File: src/logic/hct_map.svh
/*
 * Register offsets, field positions, reset values and timing counts of the
 * Hall calibration and test register bank.
 * Assumes a 100 MHz pclk and an APB master with 32-bit data.
 */
`ifndef HCT_MAP_SVH
`define HCT_MAP_SVH

// ----------------------------------------------------------------------------
// Register indices; the byte address is four times the index
// ----------------------------------------------------------------------------
`define HCT_IDX_GAIN       6'h00
`define HCT_IDX_RATIO      6'h01
`define HCT_IDX_SIN_OFS    6'h02
`define HCT_IDX_COS_OFS    6'h03
`define HCT_IDX_BIAS       6'h04
`define HCT_IDX_TEST       6'h0e
`define HCT_IDX_STATUS     6'h10

// ----------------------------------------------------------------------------
// Field positions
// ----------------------------------------------------------------------------
`define HCT_BIT_AUTO       7
`define HCT_BIT_PSAVE      7
`define HCT_BIT_SCLK       7
`define HCT_OFS_NEG_BIT    6
`define HCT_BIAS_MSB       3

// ----------------------------------------------------------------------------
// Reset values and codes
// ----------------------------------------------------------------------------
`define HCT_RST_REG        8'h00
`define HCT_BIAS_NOMINAL   4'h8
`define HCT_TEST_NORMAL    8'h00
`define HCT_TEST_SIN       8'h20
`define HCT_TEST_COS       8'h21
`define HCT_TEST_INTERP    8'h22
`define HCT_TEST_REF       8'h43
`define HCT_TEST_CLK       8'hc0
`define HCT_BIAS_STEP_PCT  8'h05
`define HCT_BIAS_MIN_PCT   8'h28
`define HCT_PSAVE_SHIFT    2'h2

// ----------------------------------------------------------------------------
// Timing
// ----------------------------------------------------------------------------
`define HCT_CLK_NS         10
`define HCT_SCLK_LOW_KHZ   250
`define HCT_SCLK_HIGH_KHZ  500
`define HCT_BIAS_DERIVED_CLOCK_NOM_KHZ   1000
`define HCT_SCLK_LOW_HALF  (1000000 / (`HCT_SCLK_LOW_KHZ * `HCT_CLK_NS * 2))
`define HCT_SCLK_HIGH_HALF (1000000 / (`HCT_SCLK_HIGH_KHZ * `HCT_CLK_NS * 2))
`define HCT_BIAS_DERIVED_CLOCK_NOM_HALF  (1000000 / (`HCT_BIAS_DERIVED_CLOCK_NOM_KHZ * `HCT_CLK_NS * 2))
`define HCT_BIAS_DEN       20
`define HCT_BIAS_CODE_OFS  12

`endif

File: src/logic/hct_pkg.sv
/*
 * Types of the Hall calibration and test register bank.
 * Assumes hct_map.svh is on the include path.
 */
`default_nettype none

package hct_pkg;

	typedef enum logic [2:0] {
		HCT_ROUTE_NORMAL,
		HCT_ROUTE_SIN,
		HCT_ROUTE_COS,
		HCT_ROUTE_INTERP,
		HCT_ROUTE_REF,
		HCT_ROUTE_CLK
	} hct_route_type;

	typedef enum logic [2:0] {
		HCT_SEL_GAIN,
		HCT_SEL_RATIO,
		HCT_SEL_SIN,
		HCT_SEL_COS,
		HCT_SEL_BIAS,
		HCT_SEL_TEST,
		HCT_SEL_STATUS,
		HCT_SEL_NONE
	} hct_sel_type;

	typedef struct packed {
		logic          pready;
		logic          pslverr;
		logic [7:0]    prdata;
		logic [7:0]    gain;
		logic [7:0]    ratio;
		logic [7:0]    sin_ofs;
		logic [7:0]    cos_ofs;
		logic [3:0]    bias_trim;
		logic [3:0]    bias_preset;
		logic          sclk_sel;
		logic [7:0]    test_code;
		hct_route_type route;
		logic          test_active;
		logic [6:0]    sin_mv;
		logic [6:0]    cos_mv;
		logic [7:0]    bias_pct;
		logic [7:0]    sclk_cnt;
		logic          sclk;
		logic [7:0]    bias_derived_clock_cnt;
		logic          bias_derived_clock;
		logic          pin_a;
		logic          pin_b;
		logic          pin_z;
		logic          pin_u;
		logic          pin_digital_enable;
		logic [1:0]    rot_shift;
		logic [5:0]    fine_applied;
	} hct_state_type;

endpackage

`default_nettype wire

File: src/logic/hct_offset_decode.sv
/*
 * Converts one sign-magnitude offset trim code into a signed millivolt value.
 * Purely combinational; the parent registers the result.
 */
`default_nettype none

module hct_offset_decode (
	input  wire logic [6:0] code,
	output logic      [6:0] offset_mv
);

	// --------------------------------------------------------------------------
	// Decode
	// --------------------------------------------------------------------------
	// Both 0x00 and 0x40 mean zero, so the negative zero folds to plain zero.
	always_comb begin
		if (code[6]) begin
			offset_mv = 7'(7'h00 - {1'b0, code[5:0]});
		end else begin
			offset_mv = {1'b0, code[5:0]};
		end
	end

endmodule

`default_nettype wire

File: src/logic/hct_regs.sv
/*
 * Hall front-end calibration and test register bank with an APB slave.
 * Holds offset trims, power save, bias trim with fuse preset, sensor clock
 * selection, gain controls and the test-mode output routing of pins A/B/Z/U.
 * Assumes pclk at 100 MHz, inputs synchronous to pclk, and a fuse loader that
 * pulses fuse_load_valid once the fuse ROM has been read.
 */
// Added by the designer: the APB slave port.
// Contract
// - Each 7-bit offset trim is sign-magnitude in 1 mV steps, 0x00-0x3F positive, 0x40-0x7F negative, one for sine and one for cosine.
// - Power save set in bit 7 of the cosine offset register quarters the Hall drive current and cuts the top rotation frequency by four.
// - The 4-bit bias trim scales bias current in 5 percent steps, 0x0 is -40, 0x8 nominal, 0xF +35 percent.
// - The bias trim takes its factory preset from the fuse memory.
// - The working bias trim stays writable at run time without touching the stored preset.
// - Sensor clock select bit 7 of register 0x04 picks 250 kHz when 0 and 500 kHz when 1.
// - Test mode is entered only while the programming pin is at supply and a test code is in register 0x0E.
// - Test code 0x00 gives normal pins, 0x20 sine sensor paths, 0x21 cosine paths, 0x22 interpolator inputs.
// - Test code 0x43 routes the references to A, Z, U and the bias current to B.
// - Test code 0xC0 puts a bias-derived clock on pin A, nominally 1 MHz.
// - With auto amplitude on the fine gain field is ignored; with it off the field sets the second stage.
`default_nettype none

`include "hct_map.svh"

module hct_regs (
	input  wire logic                  pclk,
	input  wire logic                  presetn,
	input  wire logic                  psel,
	input  wire logic                  penable,
	input  wire logic                  pwrite,
	input  wire logic [7:0]            paddr,
	input  wire logic [31:0]           pwdata,
	output logic      [31:0]           prdata,
	output logic                       pready,
	output logic                       pslverr,
	input  wire logic                  fuse_load_valid,
	input  wire logic [3:0]            fuse_bias_trim,
	input  wire logic                  programming_voltage_pin_at_supply,
	input  wire logic                  norm_a,
	input  wire logic                  norm_b,
	input  wire logic                  norm_z,
	input  wire logic                  norm_u,
	output logic                       pin_a,
	output logic                       pin_b,
	output logic                       pin_z,
	output logic                       pin_u,
	output logic                       pin_digital_enable,
	output hct_pkg::hct_route_type     analog_route,
	output logic                       test_mode_active,
	output logic      [6:0]            sine_offset_mv,
	output logic      [6:0]            cosine_offset_mv,
	output logic                       power_save_flag,
	output logic      [1:0]            rotation_limit_shift,
	output logic      [3:0]            bias_current_trim,
	output logic      [7:0]            bias_current_pct,
	output logic                       sensor_clock_select,
	output logic                       hall_switch_clk,
	output logic                       auto_amplitude_enable,
	output logic      [1:0]            coarse_gain,
	output logic      [5:0]            fine_gain_applied,
	output logic      [6:0]            cosine_ratio_trim
);

	// --------------------------------------------------------------------------
	// Constants and functions
	// --------------------------------------------------------------------------
	localparam logic [7:0] SCLK_LOW_HALF  = 8'(`HCT_SCLK_LOW_HALF);
	localparam logic [7:0] SCLK_HIGH_HALF = 8'(`HCT_SCLK_HIGH_HALF);
	localparam int         BIAS_DERIVED_CLOCK_NUM       = `HCT_BIAS_DERIVED_CLOCK_NOM_HALF * `HCT_BIAS_DEN;

	// Word-aligned addresses only; a byte offset inside a word is unmapped.
	function automatic hct_pkg::hct_sel_type reg_sel(input logic [7:0] addr);
		hct_pkg::hct_sel_type sel;
		sel = hct_pkg::HCT_SEL_NONE;
		if (addr[1:0] == 2'h0) begin
			case (addr[7:2])
				`HCT_IDX_GAIN:    sel = hct_pkg::HCT_SEL_GAIN;
				`HCT_IDX_RATIO:   sel = hct_pkg::HCT_SEL_RATIO;
				`HCT_IDX_SIN_OFS: sel = hct_pkg::HCT_SEL_SIN;
				`HCT_IDX_COS_OFS: sel = hct_pkg::HCT_SEL_COS;
				`HCT_IDX_BIAS:    sel = hct_pkg::HCT_SEL_BIAS;
				`HCT_IDX_TEST:    sel = hct_pkg::HCT_SEL_TEST;
				`HCT_IDX_STATUS:  sel = hct_pkg::HCT_SEL_STATUS;
				default:          sel = hct_pkg::HCT_SEL_NONE;
			endcase
		end
		return sel;
	endfunction

	function automatic hct_pkg::hct_route_type route_of(input logic [7:0] code);
		hct_pkg::hct_route_type r;
		case (code)
			`HCT_TEST_SIN:    r = hct_pkg::HCT_ROUTE_SIN;
			`HCT_TEST_COS:    r = hct_pkg::HCT_ROUTE_COS;
			`HCT_TEST_INTERP: r = hct_pkg::HCT_ROUTE_INTERP;
			`HCT_TEST_REF:    r = hct_pkg::HCT_ROUTE_REF;
			`HCT_TEST_CLK:    r = hct_pkg::HCT_ROUTE_CLK;
			default:          r = hct_pkg::HCT_ROUTE_NORMAL;
		endcase
		return r;
	endfunction

	// Half period of the bias clock: nominal at code 0x8, inversely to the
	// current scale (12 + code) / 20, so a larger trim gives a faster clock.
	function automatic logic [7:0] bias_derived_clock_half(input logic [3:0] trim);
		int den;
		den = `HCT_BIAS_CODE_OFS + int'(trim);
		return 8'(BIAS_DERIVED_CLOCK_NUM / den);
	endfunction

	// --------------------------------------------------------------------------
	// State
	// --------------------------------------------------------------------------
	hct_pkg::hct_state_type state_r;
	hct_pkg::hct_state_type state_nxt;
	logic [6:0]             ofs_code [2];
	logic [6:0]             ofs_mv   [2];
	hct_pkg::hct_sel_type   sel;
	logic                   acc;

	assign ofs_code[0] = state_r.sin_ofs[6:0];
	assign ofs_code[1] = state_r.cos_ofs[6:0];

	genvar ch;
	generate
		for (ch = 0; ch < 2; ch = ch + 1) begin : g_ofs
			hct_offset_decode u_dec (
				.code      (ofs_code[ch]),
				.offset_mv (ofs_mv[ch])
			);
		end
	endgenerate

	assign sel = reg_sel(paddr);
	assign acc = psel && penable;

	// --------------------------------------------------------------------------
	// Next state
	// --------------------------------------------------------------------------
	always_comb begin
		logic [7:0] sclk_half;
		logic [7:0] rd;
		sclk_half = SCLK_LOW_HALF;
		rd        = 8'h00;
		state_nxt = state_r;

		// APB: one wait state, then pready with read data or error.
		state_nxt.pready  = acc && !state_r.pready;
		state_nxt.pslverr = acc && !state_r.pready && (sel == hct_pkg::HCT_SEL_NONE);
		case (sel)
			hct_pkg::HCT_SEL_GAIN:   rd = state_r.gain;
			hct_pkg::HCT_SEL_RATIO:  rd = state_r.ratio;
			hct_pkg::HCT_SEL_SIN:    rd = state_r.sin_ofs;
			hct_pkg::HCT_SEL_COS:    rd = state_r.cos_ofs;
			hct_pkg::HCT_SEL_BIAS:   rd = {state_r.sclk_sel, 3'h0, state_r.bias_trim};
			hct_pkg::HCT_SEL_TEST:   rd = state_r.test_code;
			hct_pkg::HCT_SEL_STATUS: rd = {state_r.bias_preset, state_r.route, state_r.test_active};
			default:                 rd = 8'h00;
		endcase
		if (acc && !state_r.pready) begin
			state_nxt.prdata = pwrite ? 8'h00 : rd;
		end

		// Writes land at the edge that completes the access.
		if (acc && state_r.pready && pwrite) begin
			case (sel)
				hct_pkg::HCT_SEL_GAIN:  state_nxt.gain    = pwdata[7:0];
				hct_pkg::HCT_SEL_RATIO: state_nxt.ratio   = pwdata[7:0];
				hct_pkg::HCT_SEL_SIN:   state_nxt.sin_ofs = pwdata[7:0];
				hct_pkg::HCT_SEL_COS:   state_nxt.cos_ofs = pwdata[7:0];
				hct_pkg::HCT_SEL_BIAS: begin
					state_nxt.bias_trim = pwdata[`HCT_BIAS_MSB:0];
					state_nxt.sclk_sel  = pwdata[`HCT_BIT_SCLK];
				end
				hct_pkg::HCT_SEL_TEST:  state_nxt.test_code = pwdata[7:0];
				default: begin
				end
			endcase
		end

		// A fuse load refreshes both copies and wins over a software write,
		// since it only happens after power-up or on a reload request.
		if (fuse_load_valid) begin
			state_nxt.bias_preset = fuse_bias_trim;
			state_nxt.bias_trim   = fuse_bias_trim;
		end

		// Decoded trims are registered so every output comes from a flop.
		state_nxt.sin_mv   = ofs_mv[0];
		state_nxt.cos_mv   = ofs_mv[1];
		state_nxt.bias_pct = 8'(8'({4'h0, state_r.bias_trim}) * `HCT_BIAS_STEP_PCT)
			- `HCT_BIAS_MIN_PCT;

		// Fine gain reads zero while the loop owns the second stage; both are flops.
		state_nxt.rot_shift    = state_nxt.cos_ofs[`HCT_BIT_PSAVE] ? `HCT_PSAVE_SHIFT
			: 2'h0;
		state_nxt.fine_applied = state_nxt.ratio[`HCT_BIT_AUTO] ? 6'h00
			: state_nxt.gain[5:0];

		// Test mode needs both the pin and a code; the code alone is held.
		state_nxt.test_active = programming_voltage_pin_at_supply
			&& (state_r.test_code != `HCT_TEST_NORMAL);
		state_nxt.route = state_nxt.test_active ? route_of(state_r.test_code)
			: hct_pkg::HCT_ROUTE_NORMAL;

		// Hall switching clock.
		if (state_r.sclk_sel) begin
			sclk_half = SCLK_HIGH_HALF;
		end
		if (state_r.sclk_cnt >= sclk_half - 8'h01) begin
			state_nxt.sclk_cnt = 8'h00;
			state_nxt.sclk     = !state_r.sclk;
		end else begin
			state_nxt.sclk_cnt = state_r.sclk_cnt + 8'h01;
		end

		// Bias-derived clock runs only in its test mode to save power.
		if (state_r.route != hct_pkg::HCT_ROUTE_CLK) begin
			state_nxt.bias_derived_clock_cnt = 8'h00;
			state_nxt.bias_derived_clock     = 1'b0;
		end else if (state_r.bias_derived_clock_cnt >= bias_derived_clock_half(state_r.bias_trim) - 8'h01) begin
			state_nxt.bias_derived_clock_cnt = 8'h00;
			state_nxt.bias_derived_clock     = !state_r.bias_derived_clock;
		end else begin
			state_nxt.bias_derived_clock_cnt = state_r.bias_derived_clock_cnt + 8'h01;
		end

		// Pin routing; analog modes release the digital drivers.
		case (state_r.route)
			hct_pkg::HCT_ROUTE_NORMAL: begin
				state_nxt.pin_a              = norm_a;
				state_nxt.pin_b              = norm_b;
				state_nxt.pin_z              = norm_z;
				state_nxt.pin_u              = norm_u;
				state_nxt.pin_digital_enable = 1'b1;
			end
			hct_pkg::HCT_ROUTE_CLK: begin
				state_nxt.pin_a              = state_r.bias_derived_clock;
				state_nxt.pin_b              = norm_b;
				state_nxt.pin_z              = norm_z;
				state_nxt.pin_u              = norm_u;
				state_nxt.pin_digital_enable = 1'b1;
			end
			default: begin
				state_nxt.pin_a              = 1'b0;
				state_nxt.pin_b              = 1'b0;
				state_nxt.pin_z              = 1'b0;
				state_nxt.pin_u              = 1'b0;
				state_nxt.pin_digital_enable = 1'b0;
			end
		endcase
	end

	// --------------------------------------------------------------------------
	// Registers
	// --------------------------------------------------------------------------
	always_ff @(posedge pclk or negedge presetn) begin
		if (!presetn) begin
			state_r                    <= '0;
			state_r.bias_trim          <= `HCT_BIAS_NOMINAL;
			state_r.bias_preset        <= `HCT_BIAS_NOMINAL;
			state_r.gain               <= `HCT_RST_REG;
			state_r.test_code          <= `HCT_TEST_NORMAL;
			state_r.route              <= hct_pkg::HCT_ROUTE_NORMAL;
			state_r.pin_digital_enable <= 1'b1;
		end else begin
			state_r <= state_nxt;
		end
	end

	// --------------------------------------------------------------------------
	// Outputs
	// --------------------------------------------------------------------------
	assign prdata               = {24'h000000, state_r.prdata};
	assign pready               = state_r.pready;
	assign pslverr              = state_r.pslverr;
	assign pin_a                = state_r.pin_a;
	assign pin_b                = state_r.pin_b;
	assign pin_z                = state_r.pin_z;
	assign pin_u                = state_r.pin_u;
	assign pin_digital_enable   = state_r.pin_digital_enable;
	assign analog_route         = state_r.route;
	assign test_mode_active     = state_r.test_active;
	assign sine_offset_mv       = state_r.sin_mv;
	assign cosine_offset_mv     = state_r.cos_mv;
	assign power_save_flag      = state_r.cos_ofs[`HCT_BIT_PSAVE];
	assign rotation_limit_shift = state_r.rot_shift;
	assign bias_current_trim    = state_r.bias_trim;
	assign bias_current_pct     = state_r.bias_pct;
	assign sensor_clock_select  = state_r.sclk_sel;
	assign hall_switch_clk      = state_r.sclk;
	assign auto_amplitude_enable = state_r.ratio[`HCT_BIT_AUTO];
	assign coarse_gain          = state_r.gain[7:6];
	assign fine_gain_applied    = state_r.fine_applied;
	assign cosine_ratio_trim    = state_r.ratio[6:0];

endmodule

`default_nettype wire

File: config.mk
export PLATFORM = sky130hd
export DESIGN_NAME = hct_regs
export DESIGN_NICKNAME = d
export VERILOG_FILES = /design/src/logic/hct_pkg.sv /design/src/logic/hct_offset_decode.sv /design/src/logic/hct_regs.sv
export VERILOG_INCLUDE_DIRS = /design/src /design/src/logic
export SDC_FILE = /design/constraint.sdc
export NUM_CORES = 1
export LEC_CHECK = 0
export BUFFER_PORTS_ARGS = -buffer_cell sky130_fd_sc_hd__clkbuf_2
export CAP_MARGIN = 40
export CORE_MARGIN = 4
export CORE_UTILIZATION = 44
export CTS_CLUSTER_SIZE = 28
export DETAILED_ROUTE_END_ITERATION = 6
export PLACE_DENSITY = 0.6
export SYNTH_ARGS = -nofsm -noshare
export SYNTH_HDL_FRONTEND = slang
export SYNTH_HIERARCHICAL = 1
export SYNTH_SLANG_ARGS = --single-unit
File: constraint.sdc
create_clock -name pclk -period 71.4 [get_ports pclk]
set_input_delay 7.14 -clock pclk [delete_from_list [all_inputs] [get_ports pclk]]
set_output_delay 7.14 -clock pclk [all_outputs]
set_load 0.01 [all_outputs]
=== Yosys cells after proc, flatten, opt, wreduce, memory -nomap -nowiden ===
Cells that the tools add are included.

* Add/subtract/negate cells: 8
* Muxes and demuxes: 23
* $mul: 1
* Equality and inequality tests: 20
* Div/mod/pow operators: 1
* $lt $le $gt $ge: 2
* Reductions and logical operators: 24

{| class="wikitable"
|+ Operators by type and width
! operator !! number
|-
| $mux 8 || 8
|-
| $pmux 8 s7 || 1
|-
| $mux 34 || 1
|-
| $div 11x32->32 const A || 1
|-
| $eq 8x6->1 const B || 3
|-
| $pmux 3 s7 || 1
|-
| $add 8x1->8 const B || 2
|-
| $ge 8x8->1 || 2
|-
| $sub 8x1->8 const B || 2
|-
| $eq 3x3->1 const B || 5
|-
| $pmux 3 s5 || 1
|-
| $mux 7 || 2
|-
| $reduce_and 2->1 || 7
|-
| $sub 1x6->7 const A || 2
|-
| $eq 6x2->1 const B || 2
|-
| $mux 6 || 2
|-
| $pmux 5 s2 || 1
|-
| $mux 9 || 1
|-
| $eq 8x7->1 const B || 1
|-
| $eq 8x8->1 const B || 1
|-
| $reduce_bool 8->1 || 1
|-
| $sub 7x6->8 const B || 1
|-
| $mul 4x3->7 const B || 1
|-
| $eq 3x2->1 const B || 2
|-
| 17 further kinds || 28
|}

* Output and inout bits: 90
* Register bits: 116
* Logic and storage cells: 109

=== Depth between registers and ports, before layout ===
Gate-level depths: netlist (run 1).

* Depth after elaboration: 7
* Gate-level depth with buffers: 366
* Gate-level depth less buffers: 331

=== By module ===
The synthesis (run 1) kept the hierarchy.

{| class="wikitable"
|+ By module, submodules not included
! module !! times used !! seq. area each (um2) !! cells each !! area each (um2)
|-
| hct_regs || 1 || 2856.5 || 3696 || 27121.0
|-
| hct_offset_decode || 2 || 0.0 || 17 || 122.6
|}

=== Worst setup path after synthesis (run 1) ===
OpenSTA, ideal clock, no wires.

* Path kind: register -> register
* From: reg state_r, in the netlist bias_current_trim[0]
* To: reg state_r[16] (netlist bit)
* Stages on the path, launching flop included: 355
* Slack: 6456 ps
* Required time: 71327 ps
* Path buffers: 33
* Data arrival time: 64871 ps
* Clock period less this slack: 64944 ps
* Cell sequence: dfrtp_1 buf_2 inv_2 clkbuf_1 buf_1 clkbuf_1 buf_1 clkbuf_1 ha_1 buf_2 nand3_1 nor2_1 ha_1 o21a_1 nor2_1 a21o_1 ha_1 a21oi_1 [... 319 more ...] nand4_1 a2111oi_0 o2111a_1 o2111ai_1 nor4_1 ha_1 ha_1 a21oi_1 nor2b_1 o21ai_0 nand2b_1 a21oi_1 nor2b_1 o21ai_0 nand2b_1 a21oi_1 nand2_1 nor2_1

{| class="wikitable"
|+ RTL lines
! what !! RTL line !! RTL
|-
| start, declared || hct_regs.sv:114 || <nowiki>hct_pkg::hct_state_type state_r;</nowiki>
|-
| start signal, assigned || hct_regs.sv:267 || <nowiki>state_r <= state_nxt;</nowiki>
|}

==> results of run 1 <==
## worst max-delay path, delay by kind of cell, from the launching register on
| kind | cells | cell delay (ns) |
|---|---|---|
| fa+ha+maj | 32 | 9.61 |
| mux | 5 | 1.69 |
| compound gates | 127 | 26.60 |
| buf+inv | 33 | 4.93 |
| xor+xnor | 2 | 0.38 |
| flops | 1 | 0.40 |
| simple gates | 119 | 21.92 |
## cell type report
| type | count | area [sq um] |
|---|---|---|
| timing repair buffer | 198 | 1250 |
| tap | 837 | 1050 |
| antenna | 1 | 2.50 |
| clock buffer | 18 | 439 |
| clock inverter | 14 | 164 |
| inverter | 104 | 390 |
| sequential | 114 | 2860 |
| fill | 6218 | 32100 |
| multi-input combinational | 3337 | 23300 |
## cells by family (layout without fill, tap and decap cells)
logic type / count (synthesis) / count (layout) / synth area share
compound gates: 1246 / 1246 / 0.331
xor+xnor: 271 / 271 / 0.0892
fa+ha+maj: 142 / 142 / 0.0657
buf+inv: 303 / 334 / 0.0562
flops: 114 / 114 / 0.104
mux: 133 / 133 / 0.0527
other cells: 1 / 26 / 0.000137
simple gates: 1520 / 1520 / 0.300
## cells in the final DEF, fill, tap and decap left out, types with 18 or more instances in the layout
cell type | synthesis | layout
o31ai_1 | 53 | 53
clkbuf_2 | 0 | 94
a211oi_1 | 45 | 44
o211ai_1 | 38 | 38
ha_1 | 139 | 138
nor4_1 | 59 | 59
a31oi_1 | 52 | 51
o22ai_1 | 24 | 24
nor3_1 | 133 | 133
o21ai_1 | 28 | 29
a211o_1 | 20 | 20
inv_1 | 98 | 97
nand2b_1 | 67 | 67
mux2i_1 | 58 | 58
xnor2_1 | 169 | 167
nand2_1 | 281 | 280
and3_1 | 74 | 74
nor2_1 | 349 | 343
nand3_1 | 133 | 132
nor2b_1 | 49 | 49
o2111ai_1 | 19 | 19
or3_1 | 45 | 43
and4_1 | 23 | 22
o21ai_0 | 169 | 168
o21bai_1 | 33 | 33
or2_2 | 19 | 19
dfrtp_1 | 111 | 109
o31a_1 | 23 | 23
xor2_1 | 94 | 94
o21a_1 | 52 | 52
mux2_2 | 68 | 68
nand4_1 | 59 | 59
and2_1 | 68 | 67
conb_1 | 1 | 25
a21oi_1 | 262 | 253
or4_1 | 23 | 23
buf_4 | 89 | 97
a22oi_1 | 19 | 18
a21o_1 | 82 | 82
## metal layers
layer | wire length, um | vias up | GRT usage
li1 | - | 14400 | -
met1 | 41400 | 13900 | 0.357
met2 | 38500 | 736 | 0.392
met3 | 3820 | 88 | 0.0194
met4 | 1140 | 0 | 0.0375
met5 | 0 | - | 0
## timing repair
action	4_1_cts	5_1_grt
setup endpoints to repair	0	9
resized for setup	0	48
setup buffers	0	29
## state kept, by name, indices dropped and copies added (netlist names), 2 cells and up
signal	cells
state_r	36
ofs_code	14
bias_current_pct	8
prdata	8
cosine_offset_mv	7
cosine_ratio_trim	7
sine_offset_mv	7
fine_gain_applied	6
bias_current_trim	4
analog_route	3
coarse_gain	2
## how the worst max path moves through the flow
stage	from	endpoint	cells after the start
after floorplan	bias_current_trim[0]	state_r[16]	354
after global placement	bias_current_trim[2]	state_r[17]	317
after detailed placement	bias_current_trim[2]	state_r[21]	317
after CTS	bias_current_trim[2]	state_r[17]	320
after global routing	bias_current_trim[3]	state_r[17]	327
final	bias_current_trim[2]	state_r[17]	318
## stage by stage
| stage | setup slack, ns | utilization |
|---|---|---|
| 6_report | 5.56 | 0.478 |
| 5_1_grt | -0.177 | 0.478 |
| 4_1_cts | 1.39 | 0.471 |
| 3_5_place_dp | 1.71 | 0.461 |
| 3_3_place_gp | 1.94 | 0.460 |
| 2_1_floorplan | 6.46 | - |
==> impl_metrics.yaml, run 1 <==
sta:
  slew_headroom: 0.385
  hold_viol: 0
  worst_slew_pin_slew_ns: 0.923
  whs_ns: 0.476
  finClkSkew_ns: 0.0130
  slew_violations: 0
  fin_crit_sh: 0.922
  tns_ns: 0
  setup_violations: 0
  layout_min_cycle_time_ns: 65.84
  fmax_ghz: 0.0152
cells_and_area:
  drive_above_1_share: 0.131
  layout.nets: 3969
  stdcell_count: 4623
  design_area_sq_mm: 0.0295
  area_delta_synth_final_pct: 7.62
placement:
  gp_congestion: 0.918
  dp_cells: 4560
  place_area_sq_mm: 0.0284
  dp_hpwl_um: 67000
  io_buffers: 95
floorplanning:
  ios: 145
  fp.dieH_um: 257
  dieWidth_um: 257
  core_sq_mm: 0.0616
  start_util: 0.444
  num_rows: 91
  die_area_sq_mm: 0.0662
clocking:
  clock_latency_ns: 0.41
  h-tree-depth: 4
  ctsRootBufferMaster: "clkbuf_16"
  cts_hold_buf: 0
  path_clk_slew_ns: 0.06
  cts_max_path_buffers: 2
  cts_tree: "built"
  cts_inserted_buffers: 17
  cts_sinks: 114
routing:
  avgRoutedWirePerCell_um: 18.4
  drc_errors: 0
  ant_nets: 0
  vias: 29100
  viasPerCell: 6.29
  drtPass1Iterations: 6
  drt_iter0_drc: 2503
  drt_wl_total_um: 84900
yosys:
  avgSynthCellArea_sq_um: 7.34
  synth_ff_type: "dfrtp_1"
  netlist_instances: 3730
  synth.area.top_cells: "dfrtp_1 10%, ha_1 6.4%, xnor2_1 5.4%"
  synth_edf_count: 0
  syn_area_sq_mm: 0.0274
  ys_warn_count: 6
  synth.most_common_cell: "nor2_1"
  synth_top_area_cell: "dfrtp_1"
  ys_seq_area_frac: 0.104
  yosys-top-cells-count: "349 x nor2_1, 281 x nand2_1, 262 x a21oi_1"
  synth.distinct_cells: 146
  ys_ff_latch: 114
  synth_top_area_frac: 0.101
  async_reset_ff_frac: 1.00
global_routing:
  gr-total-overflow: 0
  grt_pass1_wl_um: 138000
  grt_pass1_vias: 26400
  antenna_found_initial: 2
  grt_max_degree: 59
  grt_use_total: 0.241
min_path:
  worstHoldEndpoint: "hall_switch_clk"
  hp-start: "hall_switch_clk"
  hold_path.class: "flop to flop"
  hold_path_depth: 1
critical_path:
  arrival_ns: 66.17
  critPathKind: "flop to flop"
  crit_required_ns: 71.74
  setup.worst_path.start_class: "flop"
  crit_top_cell: "ha_1"
  reg2reg_depth: 318
  path_max_fanout: 23
  ff2ff_setup_slack_ns: 5.56
  r2r-end: "state_r[17]"
  crit_path_max_incr_delay_ns: 0.52
  critPathCaptureType: "flop"
  reg2reg_from: "bias_current_trim[2]"
  crit_slowest_cell: "or4_1"
job:
  drv_cap: 0
outcome:
  status: "finished, final reports clean"
Power of run 1 is not shown: default switching activity piles up to over one toggle a cycle in this logic, so the estimate is an artifact.
==> run 2, diff against run 1 <==
clock period = 74.2 ns   (was 71.4 ns; I/O delays follow)
==> run 2 against run 1 <==
Setup slack gained 0.67 ns. Global-route usage about the same. Sequential share of layout area about the same. Largest cell class unchanged. Via count fell by 0.24%. Cell count is essentially flat. Non-clock buffer count rose by 3. Register-to-register slack improved by 0.67 ns. Critical endpoint is now state_r[20]. Routed wire length is 0.84% lower. First-iteration DRC count fell by 13%. Clock-buffer cell count fell by 1. Clock skew is 0.0046 ns lower.
==> impl_metrics.yaml, run 2 (synthesis gave the netlist of run 1 again) <==
routing:
  ant_nets: 0
  drt_iter0_drc: 2185
  avgRoutedWirePerCell_um: 18.2
  drt_wl_total_um: 84100
  drc_errors: 0
  vias: 29000
  drtPass1Iterations: 6
  viasPerCell: 6.27
floorplanning:
  fp.dieH_um: 257
  dieWidth_um: 257
  core_sq_mm: 0.0616
  die_area_sq_mm: 0.0662
  num_rows: 91
  start_util: 0.444
  ios: 145
placement:
  dp_hpwl_um: 66600
  gp_congestion: 0.893
  io_buffers: 95
  post-place-ws_ns: 2.95
sta:
  setup_violations: 0
  hold_viol: 0
  fmax_ghz: 0.0147
  worst_slew_pin_slew_ns: 0.957
  whs_ns: 0.469
  slew_violations: 0
  slew_headroom: 0.356
  fin_crit_sh: 0.916
  layout_min_cycle_time_ns: 67.97
  finClkSkew_ns: 0.00833
  fin_ws_ns: 6.23
cells_and_area:
  drive_above_1_share: 0.129
  largest_register: "state_r"
  fill_cells: 6304
  layout.nets: 3972
  area_delta_synth_final_pct: 7.22
  final_common_cell: "nor2_1"
  largest_reg_flops: 36
  layout_common_cells: "345 x nor2_1, 280 x nand2_1, 257 x a21oi_1, 169 x o21ai_0, 169 x xnor2_1"
outcome:
  status: "finished, final reports clean"
clocking:
  path_clk_slew_ns: 0.06
  h-tree-depth: 4
  cts_inserted_buffers: 17
  cts_max_path_buffers: 2
  clock_latency_ns: 0.41
  cts_hold_buf: 0
  cts_sinks: 114
  ctsRootBufferMaster: "clkbuf_16"
  cts_tree: "built"
job:
  drv_cap: 0
critical_path:
  crit_slowest_cell: "xnor2_1"
  critPathTopFamily: "compound AO/OA/AOI/OAI gates"
  cp.buffers_inverters: 38
  critPathKind: "flop to flop"
  crit_top_cell: "ha_1"
  cp_num_cells: 329
  critPathCaptureType: "flop"
  r2r-end: "state_r[20]"
  crit_required_ns: 74.54
  crit_path_max_incr_delay_ns: 0.57
  path_max_fanout: 35
  reg2reg_depth: 329
  ff2ff_setup_slack_ns: 6.23
  reg2reg_from: "bias_current_trim[2]"
  arrival_ns: 68.30
  setup.worst_path.start_class: "flop"
min_path:
  hp-start: "hall_switch_clk"
  worstHoldEndpoint: "hall_switch_clk"
  hold_path_depth: 1
  hold_path.class: "flop to flop"
global_routing:
  grt_pass1_wl_um: 139000
  grt_max_degree: 64
  grt_pass1_vias: 26700
  antenna_found_initial: 1
  grt_use_total: 0.241
  gr-total-overflow: 0
==> run 2: cell count changes in the layout (fill, tap and decap cells not counted), sizes merged <==
cell,before,now
buf,104,107
clkinvlp,0,2
clkbuf,112,111
inv,111,110
==> run 2: worst reg2reg max path: cells and delay by family (launching register included) <==
family | cells | cell delay, ns
AO/OA/AOI/OAI | 128 | 28.14
XOR/XNOR | 2 | 0.72
adder cells (fa/ha/maj) | 33 | 9.91
buffers and inverters | 38 | 5.77
flip-flops | 1 | 0.35
multiplexers | 3 | 0.99
AND/OR/NAND/NOR | 125 | 22.00
==> run 2: repair_timing <==
action,4_1_cts,5_1_grt
resized for setup,0,27
setup buffers,0,28
endpoints found under the setup margin,0,9
==> run 2: per-layer routing <==
metal | wire [um] | up-vias | GRT usage
met5 | 0 | - | 0
met4 | 1250 | 0 | 0.0449
met3 | 4170 | 87 | 0.0224
met2 | 38000 | 756 | 0.391
met1 | 40700 | 13800 | 0.353
li1 | - | 14400 | -
==> run 2: area by class of cell <==
type / count / area, sq um / area share
Antenna cell: 1 / 2.50 / 0.0000853
Clock buffer: 17 / 425 / 0.0145
Clock inverter: 15 / 170 / 0.00580
Inverter: 104 / 390 / 0.0133
Multi-Input combinational cell: 3337 / 23200 / 0.790
Sequential cell: 114 / 2860 / 0.0974
Tap cell: 837 / 1050 / 0.0357
Timing Repair Buffer: 201 / 1260 / 0.0430
==> run 2: worst max path at each step <==
stage / start / to / slack (ns)
after floorplan: bias_current_trim[0] / state_r[16] / 9.26
after global placement: bias_current_trim[2] / state_r[21] / 3.49
after detailed placement: bias_current_trim[2] / state_r[20] / 2.95
after CTS: bias_current_trim[2] / state_r[20] / 2.66
after global routing: bias_current_trim[3] / state_r[20] / -0.06
final: bias_current_trim[2] / state_r[20] / 6.23
==> run 2: stage by stage <==
step | TNS [ns] | area (sq um) | utilization | cells
floorplan | 0 | 27500 | - | 3754
global placement | 0 | 28400 | 0.461 | 4558
detailed placement | 0 | 28400 | 0.461 | 4565
CTS | 0 | 29000 | 0.471 | 4597
global route | -0.178 | 29300 | 0.476 | 4626
finish | 0 | 29300 | 0.476 | 4626
Power of run 2 is left out for the same reason.
